File: config.mk
export PLATFORM = sky130hd
export DESIGN_NAME = dual_timer_counter
export DESIGN_NICKNAME = d
export VERILOG_FILES = /design/src/timer_pin_sync.v /design/src/ext_irq_detect.v /design/src/dual_timer_counter.v
export VERILOG_INCLUDE_DIRS = /design/src
export SDC_FILE = /design/constraint.sdc
export NUM_CORES = 1
export LEC_CHECK = 0
export ABC_AREA = 1
export BUFFER_PORTS_ARGS = -buffer_cell sky130_fd_sc_hd__buf_2
export CAP_MARGIN = 20
export CORE_MARGIN = 2
export CORE_UTILIZATION = 35
export CTS_CLUSTER_SIZE = 16
export DETAILED_ROUTE_END_ITERATION = 10
export PLACE_DENSITY = 0.52
export SLEW_MARGIN = 30
export SYNTH_ARGS = -nofsm -noshare
export SYNTH_HDL_FRONTEND = slang
export SYNTH_SLANG_ARGS = --single-unit
File: constraint.sdc
create_clock -name clock -period 1.7 [get_ports clock]
set_input_delay 0 -clock clock [delete_from_list [all_inputs] [get_ports clock]]
set_output_delay 0 -clock clock [all_outputs]
set_load 0.01 [all_outputs]
File: src/timer_defs.vh
// Register offsets, field positions and reset values for the dual timer/counter.
// Included by the timer design files; definitions only.
`ifndef TIMER_DEFS_VH
`define TIMER_DEFS_VH
`define ADDR_TIMER_CONTROL_STATUS 8'h88
`define ADDR_TIMER_MODE_CONFIG 8'h89
`define ADDR_TIMER0_COUNT_LOW 8'h8A
`define ADDR_TIMER1_COUNT_LOW 8'h8B
`define ADDR_TIMER0_COUNT_HIGH 8'h8C
`define ADDR_TIMER1_COUNT_HIGH 8'h8D
`define RST_TIMER_CONTROL_STATUS 8'h00
`define RST_TIMER_MODE_CONFIG 8'h00
`define RST_TIMER_COUNT 8'h00
`define READ_UNMAPPED 8'h00
`define TCS_TIMER1_OVERFLOW 7
`define TCS_TIMER1_RUN 6
`define TCS_TIMER0_OVERFLOW 5
`define TCS_TIMER0_RUN 4
`define TCS_EXT_IRQ1_FLAG 3
`define TCS_EXT_IRQ1_TYPE 2
`define TCS_EXT_IRQ0_FLAG 1
`define TCS_EXT_IRQ0_TYPE 0
`define TMC_TIMER1_GATE 7
`define TMC_TIMER1_COUNTER_SEL 6
`define TMC_TIMER1_MODE_HI 5
`define TMC_TIMER1_MODE_LO 4
`define TMC_TIMER0_GATE 3
`define TMC_TIMER0_COUNTER_SEL 2
`define TMC_TIMER0_MODE_HI 1
`define TMC_TIMER0_MODE_LO 0
`define MODE_PRESCALED13 2'h0
`define MODE_FULL16 2'h1
`define MODE_AUTO_RELOAD 2'h2
`define MODE_SPLIT 2'h3
`define PRESCALE_MASK 8'h1F
`define BYTE_ALL_ONES 8'hFF
`endif

File: src/timer_pin_sync.v
// Two-flop synchroniser for a group of pin inputs.
// Assumes the pins are asynchronous to clock; only the second stage is read outside.
`timescale 1ns/1ps
module timer_pin_sync #(
  parameter WIDTH = 4
) (
  input wire clock,
  input wire rst_n,
  input wire clk_en,
  input wire [WIDTH-1:0] pin_async,
  output reg [WIDTH-1:0] pin_sync_q
);
  reg [WIDTH-1:0] meta_q;

  // Resets high so idle-high pins do not look like falling edges after reset.
  always @(posedge clock or negedge rst_n)
    if (!rst_n)
    begin
      meta_q <= {WIDTH{1'b1}};
      pin_sync_q <= {WIDTH{1'b1}};
    end
    else if (clk_en)
    begin
      meta_q <= pin_async;
      pin_sync_q <= meta_q;
    end
endmodule

File: src/ext_irq_detect.v
// One external interrupt request flag with edge or level triggering.
// Assumes pin_sync is already synchronised and the ack and write strobes are single-cycle.
`timescale 1ns/1ps
`include "timer_defs.vh"
module ext_irq_detect (
  input wire clock,
  input wire rst_n,
  input wire clk_en,
  input wire pin_sync,
  input wire type_edge,
  input wire ack,
  input wire flag_wr,
  input wire flag_wdata,
  output reg flag_q
);
  reg pin_prev_q;
  reg flag_d;
  wire set_event;

  // Falling edge when type is 1, low level when type is 0.
  assign set_event = type_edge ? (pin_prev_q & ~pin_sync) : ~pin_sync;
  always @*
  begin
    flag_d = flag_q;
    if (ack)
      flag_d = 1'b0;
    if (flag_wr)
      flag_d = flag_wdata;
    // A new request beats a clear in the same cycle.
    if (set_event)
      flag_d = 1'b1;
  end

  always @(posedge clock or negedge rst_n)
    if (!rst_n)
    begin
      pin_prev_q <= 1'b1;
      flag_q <= 1'b0;
    end
    else if (clk_en)
    begin
      pin_prev_q <= pin_sync;
      flag_q <= flag_d;
    end
endmodule

File: src/dual_timer_counter.v
// Two timer/counters with external interrupt 0/1 flags, reached over the SFR bus.
// Assumes single-cycle sfr_wr/sfr_rd strobes from the core on the same clock, and
// one-cycle service acknowledges from the interrupt controller.
`timescale 1ns/1ps
`include "timer_defs.vh"
module dual_timer_counter (
  input wire clock,
  input wire rst_n,
  input wire clk_en,
  input wire [7:0] sfr_addr,
  input wire [7:0] sfr_wdata,
  input wire sfr_wr,
  input wire sfr_rd,
  output reg [7:0] sfr_rdata_q,
  input wire external_irq0_input,
  input wire external_irq1_input,
  input wire count0_input,
  input wire count1_input,
  input wire timer0_irq_ack,
  input wire timer1_irq_ack,
  input wire ext_irq0_ack,
  input wire ext_irq1_ack,
  output wire timer0_overflow_flag,
  output wire timer1_overflow_flag,
  output wire ext_irq0_flag,
  output wire ext_irq1_flag,
  output reg timer1_overflow_tick_q
);
  reg [7:0] tmc_q;
  reg timer0_run_bit_q;
  reg timer1_run_bit_q;
  reg timer0_overflow_flag_q;
  reg timer1_overflow_flag_q;
  reg ext_irq0_type_bit_q;
  reg ext_irq1_type_bit_q;
  reg [7:0] timer0_count_low_q;
  reg [7:0] timer0_count_high_q;
  reg [7:0] timer1_count_low_q;
  reg [7:0] timer1_count_high_q;
  reg [1:0] count_prev_q;
  wire [3:0] pins_sync;
  wire irq0_pin;
  wire irq1_pin;
  wire [1:0] count_pin;
  wire [1:0] count_fall;
  wire [1:0] timer0_mode;
  wire [1:0] timer1_mode;
  wire split_mode;
  wire timer0_enable;
  wire timer1_enable;
  wire high0_enable;
  wire [16:0] step0;
  wire [16:0] step1;
  wire [8:0] high0_next;
  wire wr_tcs;
  wire wr_tmc;
  wire wr_tl0;
  wire wr_th0;
  wire wr_tl1;
  wire wr_th1;
  wire timer0_ovf;
  wire timer1_ovf_own;
  wire timer1_flag_set;
  reg timer0_overflow_flag_d;
  reg timer1_overflow_flag_d;
  reg [7:0] read_mux;

  // Advances one timer by one count. Result is {overflow, high, low}.
  function [16:0] timer_step;
    input [1:0] mode;
    input [7:0] high;
    input [7:0] low;
    reg [5:0] low5;
    reg [8:0] high9;
    reg [8:0] low9;
    begin
      low5 = {1'b0, low[4:0]} + 6'h01;
      high9 = {1'b0, high} + 9'h001;
      low9 = {1'b0, low} + 9'h001;
      timer_step = {1'b0, high, low};
      case (mode)
        `MODE_PRESCALED13:
        begin
          // Top three low bits are left as they are and never carry.
          if (low5[5])
            timer_step = {high9[8], high9[7:0], low[7:5], 5'h00};
          else
            timer_step = {1'b0, high, low[7:5], low5[4:0]};
        end
        `MODE_FULL16:
        begin
          if (low9[8])
            timer_step = {high9[8], high9[7:0], 8'h00};
          else
            timer_step = {1'b0, high, low9[7:0]};
        end
        `MODE_AUTO_RELOAD:
        begin
          if (low9[8])
            timer_step = {1'b1, high, high};
          else
            timer_step = {1'b0, high, low9[7:0]};
        end
        default:
          timer_step = {1'b0, high, low};
      endcase
    end
  endfunction

  timer_pin_sync #(
    .WIDTH(4)
  ) u_pin_sync (
    .clock(clock),
    .rst_n(rst_n),
    .clk_en(clk_en),
    .pin_async({count1_input, count0_input, external_irq1_input, external_irq0_input}),
    .pin_sync_q(pins_sync)
  );

  assign irq0_pin = pins_sync[0];
  assign irq1_pin = pins_sync[1];
  assign count_pin = pins_sync[3:2];
  assign count_fall = count_prev_q & ~count_pin;

  assign wr_tcs = sfr_wr && (sfr_addr == `ADDR_TIMER_CONTROL_STATUS);
  assign wr_tmc = sfr_wr && (sfr_addr == `ADDR_TIMER_MODE_CONFIG);
  assign wr_tl0 = sfr_wr && (sfr_addr == `ADDR_TIMER0_COUNT_LOW);
  assign wr_th0 = sfr_wr && (sfr_addr == `ADDR_TIMER0_COUNT_HIGH);
  assign wr_tl1 = sfr_wr && (sfr_addr == `ADDR_TIMER1_COUNT_LOW);
  assign wr_th1 = sfr_wr && (sfr_addr == `ADDR_TIMER1_COUNT_HIGH);

  assign timer0_mode = tmc_q[`TMC_TIMER0_MODE_HI:`TMC_TIMER0_MODE_LO];
  assign timer1_mode = tmc_q[`TMC_TIMER1_MODE_HI:`TMC_TIMER1_MODE_LO];
  assign split_mode = (timer0_mode == `MODE_SPLIT);

  // Gate bits live in the mode register, run bits in the control register.
  assign timer0_enable = timer0_run_bit_q
    && (!tmc_q[`TMC_TIMER0_GATE] || irq0_pin)
    && (!tmc_q[`TMC_TIMER0_COUNTER_SEL] || count_fall[0]);
  assign timer1_enable = timer1_run_bit_q
    && (!tmc_q[`TMC_TIMER1_GATE] || irq1_pin)
    && (!tmc_q[`TMC_TIMER1_COUNTER_SEL] || count_fall[1]);
  // With timer 0 split, timer 1 is started and stopped by its own mode alone.
  wire timer1_go;
  assign timer1_go = split_mode ? (timer1_mode != `MODE_SPLIT) : timer1_enable;
  // The split high half counts machine cycles under timer 1 run only.
  assign high0_enable = split_mode && timer1_run_bit_q;

  assign step0 = timer_step(timer0_mode, timer0_count_high_q, timer0_count_low_q);
  assign step1 = timer_step(timer1_mode, timer1_count_high_q, timer1_count_low_q);
  assign high0_next = {1'b0, timer0_count_high_q} + 9'h001;

  assign timer0_ovf = timer0_enable && (split_mode ? (timer0_count_low_q == `BYTE_ALL_ONES) : step0[16]);
  assign timer1_ovf_own = timer1_go && step1[16];
  // Timer 1 loses its flag to the split high half but keeps its overflow tick.
  assign timer1_flag_set = split_mode ? (high0_enable && high0_next[8]) : timer1_ovf_own;

  always @*
  begin
    timer0_overflow_flag_d = timer0_overflow_flag_q;
    timer1_overflow_flag_d = timer1_overflow_flag_q;
    if (timer0_irq_ack)
      timer0_overflow_flag_d = 1'b0;
    if (timer1_irq_ack)
      timer1_overflow_flag_d = 1'b0;
    if (wr_tcs)
    begin
      timer0_overflow_flag_d = sfr_wdata[`TCS_TIMER0_OVERFLOW];
      timer1_overflow_flag_d = sfr_wdata[`TCS_TIMER1_OVERFLOW];
    end
    // Hardware set wins over any clear in the same cycle.
    if (timer0_ovf)
      timer0_overflow_flag_d = 1'b1;
    if (timer1_flag_set)
      timer1_overflow_flag_d = 1'b1;
  end

  ext_irq_detect u_ext_irq0 (
    .clock(clock),
    .rst_n(rst_n),
    .clk_en(clk_en),
    .pin_sync(irq0_pin),
    .type_edge(ext_irq0_type_bit_q),
    .ack(ext_irq0_ack),
    .flag_wr(wr_tcs),
    .flag_wdata(sfr_wdata[`TCS_EXT_IRQ0_FLAG]),
    .flag_q(ext_irq0_flag)
  );

  ext_irq_detect u_ext_irq1 (
    .clock(clock),
    .rst_n(rst_n),
    .clk_en(clk_en),
    .pin_sync(irq1_pin),
    .type_edge(ext_irq1_type_bit_q),
    .ack(ext_irq1_ack),
    .flag_wr(wr_tcs),
    .flag_wdata(sfr_wdata[`TCS_EXT_IRQ1_FLAG]),
    .flag_q(ext_irq1_flag)
  );

  assign timer0_overflow_flag = timer0_overflow_flag_q;
  assign timer1_overflow_flag = timer1_overflow_flag_q;

  always @*
  begin
    case (sfr_addr)
      `ADDR_TIMER_CONTROL_STATUS:
        read_mux = {timer1_overflow_flag_q, timer1_run_bit_q, timer0_overflow_flag_q, timer0_run_bit_q,
          ext_irq1_flag, ext_irq1_type_bit_q, ext_irq0_flag, ext_irq0_type_bit_q};
      `ADDR_TIMER_MODE_CONFIG:
        read_mux = tmc_q;
      `ADDR_TIMER0_COUNT_LOW:
        read_mux = timer0_count_low_q;
      `ADDR_TIMER0_COUNT_HIGH:
        read_mux = timer0_count_high_q;
      `ADDR_TIMER1_COUNT_LOW:
        read_mux = timer1_count_low_q;
      `ADDR_TIMER1_COUNT_HIGH:
        read_mux = timer1_count_high_q;
      default:
        read_mux = `READ_UNMAPPED;
    endcase
  end

  always @(posedge clock or negedge rst_n)
    if (!rst_n)
    begin
      tmc_q <= `RST_TIMER_MODE_CONFIG;
      timer0_run_bit_q <= 1'b0;
      timer1_run_bit_q <= 1'b0;
      timer0_overflow_flag_q <= 1'b0;
      timer1_overflow_flag_q <= 1'b0;
      ext_irq0_type_bit_q <= 1'b0;
      ext_irq1_type_bit_q <= 1'b0;
      timer0_count_low_q <= `RST_TIMER_COUNT;
      timer0_count_high_q <= `RST_TIMER_COUNT;
      timer1_count_low_q <= `RST_TIMER_COUNT;
      timer1_count_high_q <= `RST_TIMER_COUNT;
      count_prev_q <= 2'b11;
      timer1_overflow_tick_q <= 1'b0;
      sfr_rdata_q <= `RST_TIMER_CONTROL_STATUS;
    end
    else if (clk_en)
    begin
      count_prev_q <= count_pin;
      timer0_overflow_flag_q <= timer0_overflow_flag_d;
      timer1_overflow_flag_q <= timer1_overflow_flag_d;
      timer1_overflow_tick_q <= timer1_ovf_own;
      if (sfr_rd)
        sfr_rdata_q <= read_mux;
      if (wr_tmc)
        tmc_q <= sfr_wdata;
      // Run bits only gate counting; writing them never touches the counts.
      if (wr_tcs)
      begin
        timer0_run_bit_q <= sfr_wdata[`TCS_TIMER0_RUN];
        timer1_run_bit_q <= sfr_wdata[`TCS_TIMER1_RUN];
        ext_irq0_type_bit_q <= sfr_wdata[`TCS_EXT_IRQ0_TYPE];
        ext_irq1_type_bit_q <= sfr_wdata[`TCS_EXT_IRQ1_TYPE];
      end
      // A software write to a count byte takes precedence over that cycle's count.
      if (wr_tl0)
        timer0_count_low_q <= sfr_wdata;
      else if (timer0_enable)
        timer0_count_low_q <= split_mode ? timer0_count_low_q + 8'h01 : step0[7:0];
      if (wr_th0)
        timer0_count_high_q <= sfr_wdata;
      else if (split_mode)
      begin
        if (high0_enable)
          timer0_count_high_q <= high0_next[7:0];
      end
      else if (timer0_enable)
        timer0_count_high_q <= step0[15:8];
      if (wr_tl1)
        timer1_count_low_q <= sfr_wdata;
      else if (timer1_go)
        timer1_count_low_q <= step1[7:0];
      if (wr_th1)
        timer1_count_high_q <= sfr_wdata;
      else if (timer1_go)
        timer1_count_high_q <= step1[15:8];
    end
endmodule

==> flow_metrics.env <==
export IMPL_relSlewSlack=0.527
export IMPL_syn_nets=838
export IMPL_synth_warnings=0
export IMPL_drtIter0Drc=494
export IMPL_finalSetupViolCount=0
export IMPL_ir_drop_mv=0.464
export IMPL_drt_first_pass_iters=5
export IMPL_num_vias=5514
export IMPL_diodes=0
export IMPL_period_needed_ns=1.66
export IMPL_die_h_um=125
export IMPL_hold_start="ext_irq1_ack"
export IMPL_finalHoldViolations=0
export IMPL_cts_inserted_buffers=9
export IMPL_synth_edf_count=0
export IMPL_track_usage=0.224
export IMPL_routed_wl_um=17500
export IMPL_synthArstFlopShare=1.00
export IMPL_place_congestion=0.918
export IMPL_multi_input_area_um2=3120
export IMPL_min_path_cells=4
export IMPL_crit_fanout=8
export IMPL_avgSynthCellArea_um2=6.46
export IMPL_drc=0
export IMPL_synth_mux_area_frac=0
export IMPL_maxCapViolCount=0
export IMPL_cp_required_ns=1.99
export IMPL_synth_simple_gate_area_frac=0.422
export IMPL_clkTransAtPathRegs_ns=0.06
export IMPL_max_freq_mhz=603
export IMPL_start_util=0.357
export IMPL_syn_to_final_growth_pct=26.4
export IMPL_yosysSeqAreaShare=0.339
export IMPL_antenna_found_initial=0
export IMPL_htreeDepth=3
export IMPL_synth_distinct_cells=39
export IMPL_cts_tree="built"
export IMPL_fin_nets=942
export IMPL_synth_cells=796
export IMPL_die_w_um=125
export IMPL_antenna_left=0
export IMPL_worst_setup_path_start_kind="register"
export IMPL_r2r_start="timer0_count_low_q[1]"
export IMPL_power_density_nw_per_um2=774
export IMPL_viasPerCell=5.06
export IMPL_fin_skew_ns=0.00901
export IMPL_synth_compound_area_frac=0.103
export IMPL_die_area_um2=15700
export IMPL_status="completed"
export IMPL_leakagePower_nw=3.46
export IMPL_holdPathEnd="u_ext_irq1.flag_q"
export IMPL_clk_latency_ns=0.35
export IMPL_grt_pass1_vias=5127
export IMPL_syn_area_um2=5140
export IMPL_layout_drive_gt1_share=0.234
export IMPL_hold_path_class="primary input to register"
export IMPL_ys_ff_latch=69
export IMPL_reg2reg_slack_ns=0.04
export IMPL_clock_path_buffers=2
export IMPL_dp_cells=1058
export IMPL_synth_area_leader_cell="dfrtp_1"
export IMPL_fin_cells=1089
export IMPL_rsz0062_at_grt="true"
export IMPL_synth_xor_area_frac=0.0136
export IMPL_numPortBuffers=41
export IMPL_worstMarginPinSlew_ns=0.710
export IMPL_final_cell_mix="nand2_1, inv_1, nand3_1, dfrtp_1, buf_4"
export IMPL_ios=42
export IMPL_slew_viol_final=0
export IMPL_grt_pass1_wl_um=27300
export IMPL_synth_top_area_share=0.277
export IMPL_synthFlopType="dfrtp_1"
export IMPL_cts_root_buf="clkbuf_16"
export IMPL_synth_top_family_by_area="simple AND/OR/NAND/NOR gates"
export IMPL_final_common_cell="nand2_1"
export IMPL_ys_top_cells_by_area="dfrtp_1, nand2_1, inv_1"
export IMPL_critPathCaptureType="register"
export IMPL_wl_per_cell_um=16.1
export IMPL_gr_total_overflow=0
export IMPL_cts_sinks=69
export IMPL_dp_hpwl_um=13300
export IMPL_register_area_um2=1740
export IMPL_finalPower_mw=5.03
export IMPL_fillerInstances=1512
export IMPL_fin_util=0.450
export IMPL_reg2reg_depth=11
export IMPL_core_um2=14400
export IMPL_rows=44
export IMPL_critical_path_class="register to register"
export IMPL_arrival_ns=1.95
export IMPL_r2r_end="timer0_count_high_q[5]"
export IMPL_hold_slack_ns=0.00591
export IMPL_grt_max_degree=28
export IMPL_critPathLaunch="timer0_count_low_q[1]"
export IMPL_min_period_over_period=0.975
export IMPL_yosys_area_share_adder=0.0316
[per-stage QoR]
| step | worst slack [ns] | instance area [µm²] | setup TNS [ns] |
|---|---|---|---|
| after global placement | -0.0250 | 5900 | -0.146 |
| final | 0.0418 | 6500 | 0 |
| after detailed placement | -0.0252 | 5900 | -0.0864 |
| after floorplan | 0.116 | 5140 | 0 |
| after global routing | -0.0902 | 6500 | -0.626 |
| after CTS | 0.00607 | 6270 | 0 |
[worst max path at each step]
| stage | end | cells past startpoint |
|---|---|---|
| after CTS | timer1_count_high_q[7] | 10 |
| after global routing | timer0_count_high_q[3] | 9 |
| after detailed placement | timer1_count_low_q[0] | 7 |
| after global placement | timer1_count_high_q[2] | 9 |
| after floorplan | timer1_count_high_q[0] | 11 |
| final | timer0_count_high_q[5] | 11 |
[logic make-up (layout without fill, tap and decap cells)]
logic type,after synthesis,after routing
fa+ha+maj,13,13
buf+inv,116,224
simple gates,498,499
flops,69,69
xor+xnor,8,8
compound gates,92,92
[final cells by class]
| class | instances | area share |
|---|---|---|
| clock buffer | 9 | 0.0347 |
| sequential | 69 | 0.268 |
| multi-input combinational | 612 | 0.481 |
| inverter | 103 | 0.0609 |
| clock inverter | 7 | 0.00790 |
| timing repair buffer | 105 | 0.112 |
| tap | 184 | 0.0354 |
[layer usage]
metal  GRT usage  wire, µm  up-vias  part of all wire
li1            -         -     2731                 -
met1       0.303      7870     2554              0.45
met2       0.363      8250      195              0.47
met3      0.0321       873       34             0.050
met4      0.0895       519        0             0.030
met5           0         0        -                 0
[where the power goes]
group	internal (mW)	switching, mW
Clock	0.991	0.790
Combinational	0.513	0.819
Sequential	1.79	0.125
Total	3.30	1.73
[synth_stat cells, types with 2 or more instances]
cell type and n:
or2_2 2, o21ai_2 8, nand2_4 4, o22ai_1 10, inv_2 2, nor3_1 2, dfrtp_1 57, o221ai_1 2
ha_1 13, inv_1 99, dfstp_2 12, nand2_2 4, nor3_2 3, nor2_4 7, a21oi_1 15, clkbuf_1 4
nand2_1 338, o211ai_1 2, nand4_1 12, xor2_1 7, nor2_1 46, buf_2 5, nand3_1 69, o21ai_0 51
nand3_2 7, buf_6 2
[state kept, by name, indices dropped and copies added (netlist names), 2 cells and up]
name	count
timer1_count_high_q	8
timer1_count_low_q	8
sfr_rdata_q	8
timer0_count_low_q	8
count_prev_q	2
timer0_count_high_q	8
u_pin_sync.meta_q	4
tmc_q	8
u_pin_sync.pin_sync_q	4
[critical path: stages, from the launching register on]
cell and delay [ns]:
dfrtp_1 0.35, ha_2 0.18, nand2_2 0.08, nor2_4 0.16
nand2_4 0.09, nand2_4 0.07, nand2_1 0.05, nand2_1 0.06
nand3_2 0.10, a21oi_4 0.29, nand2_1 0.09, nand2_1 0.08
[timing repair]
action | 4_1_cts | 5_1_grt
cloned | 0 | 1
endpoints found under the setup margin | 14 | 35
buffers inserted | 0 | 7
endpoints found under the hold margin | 19 | 0
resized for setup | 4 | 61
hold buffers | 7 | 0
pin swaps | 0 | 24
No activity file was read; power rests on OpenSTA's default activity.
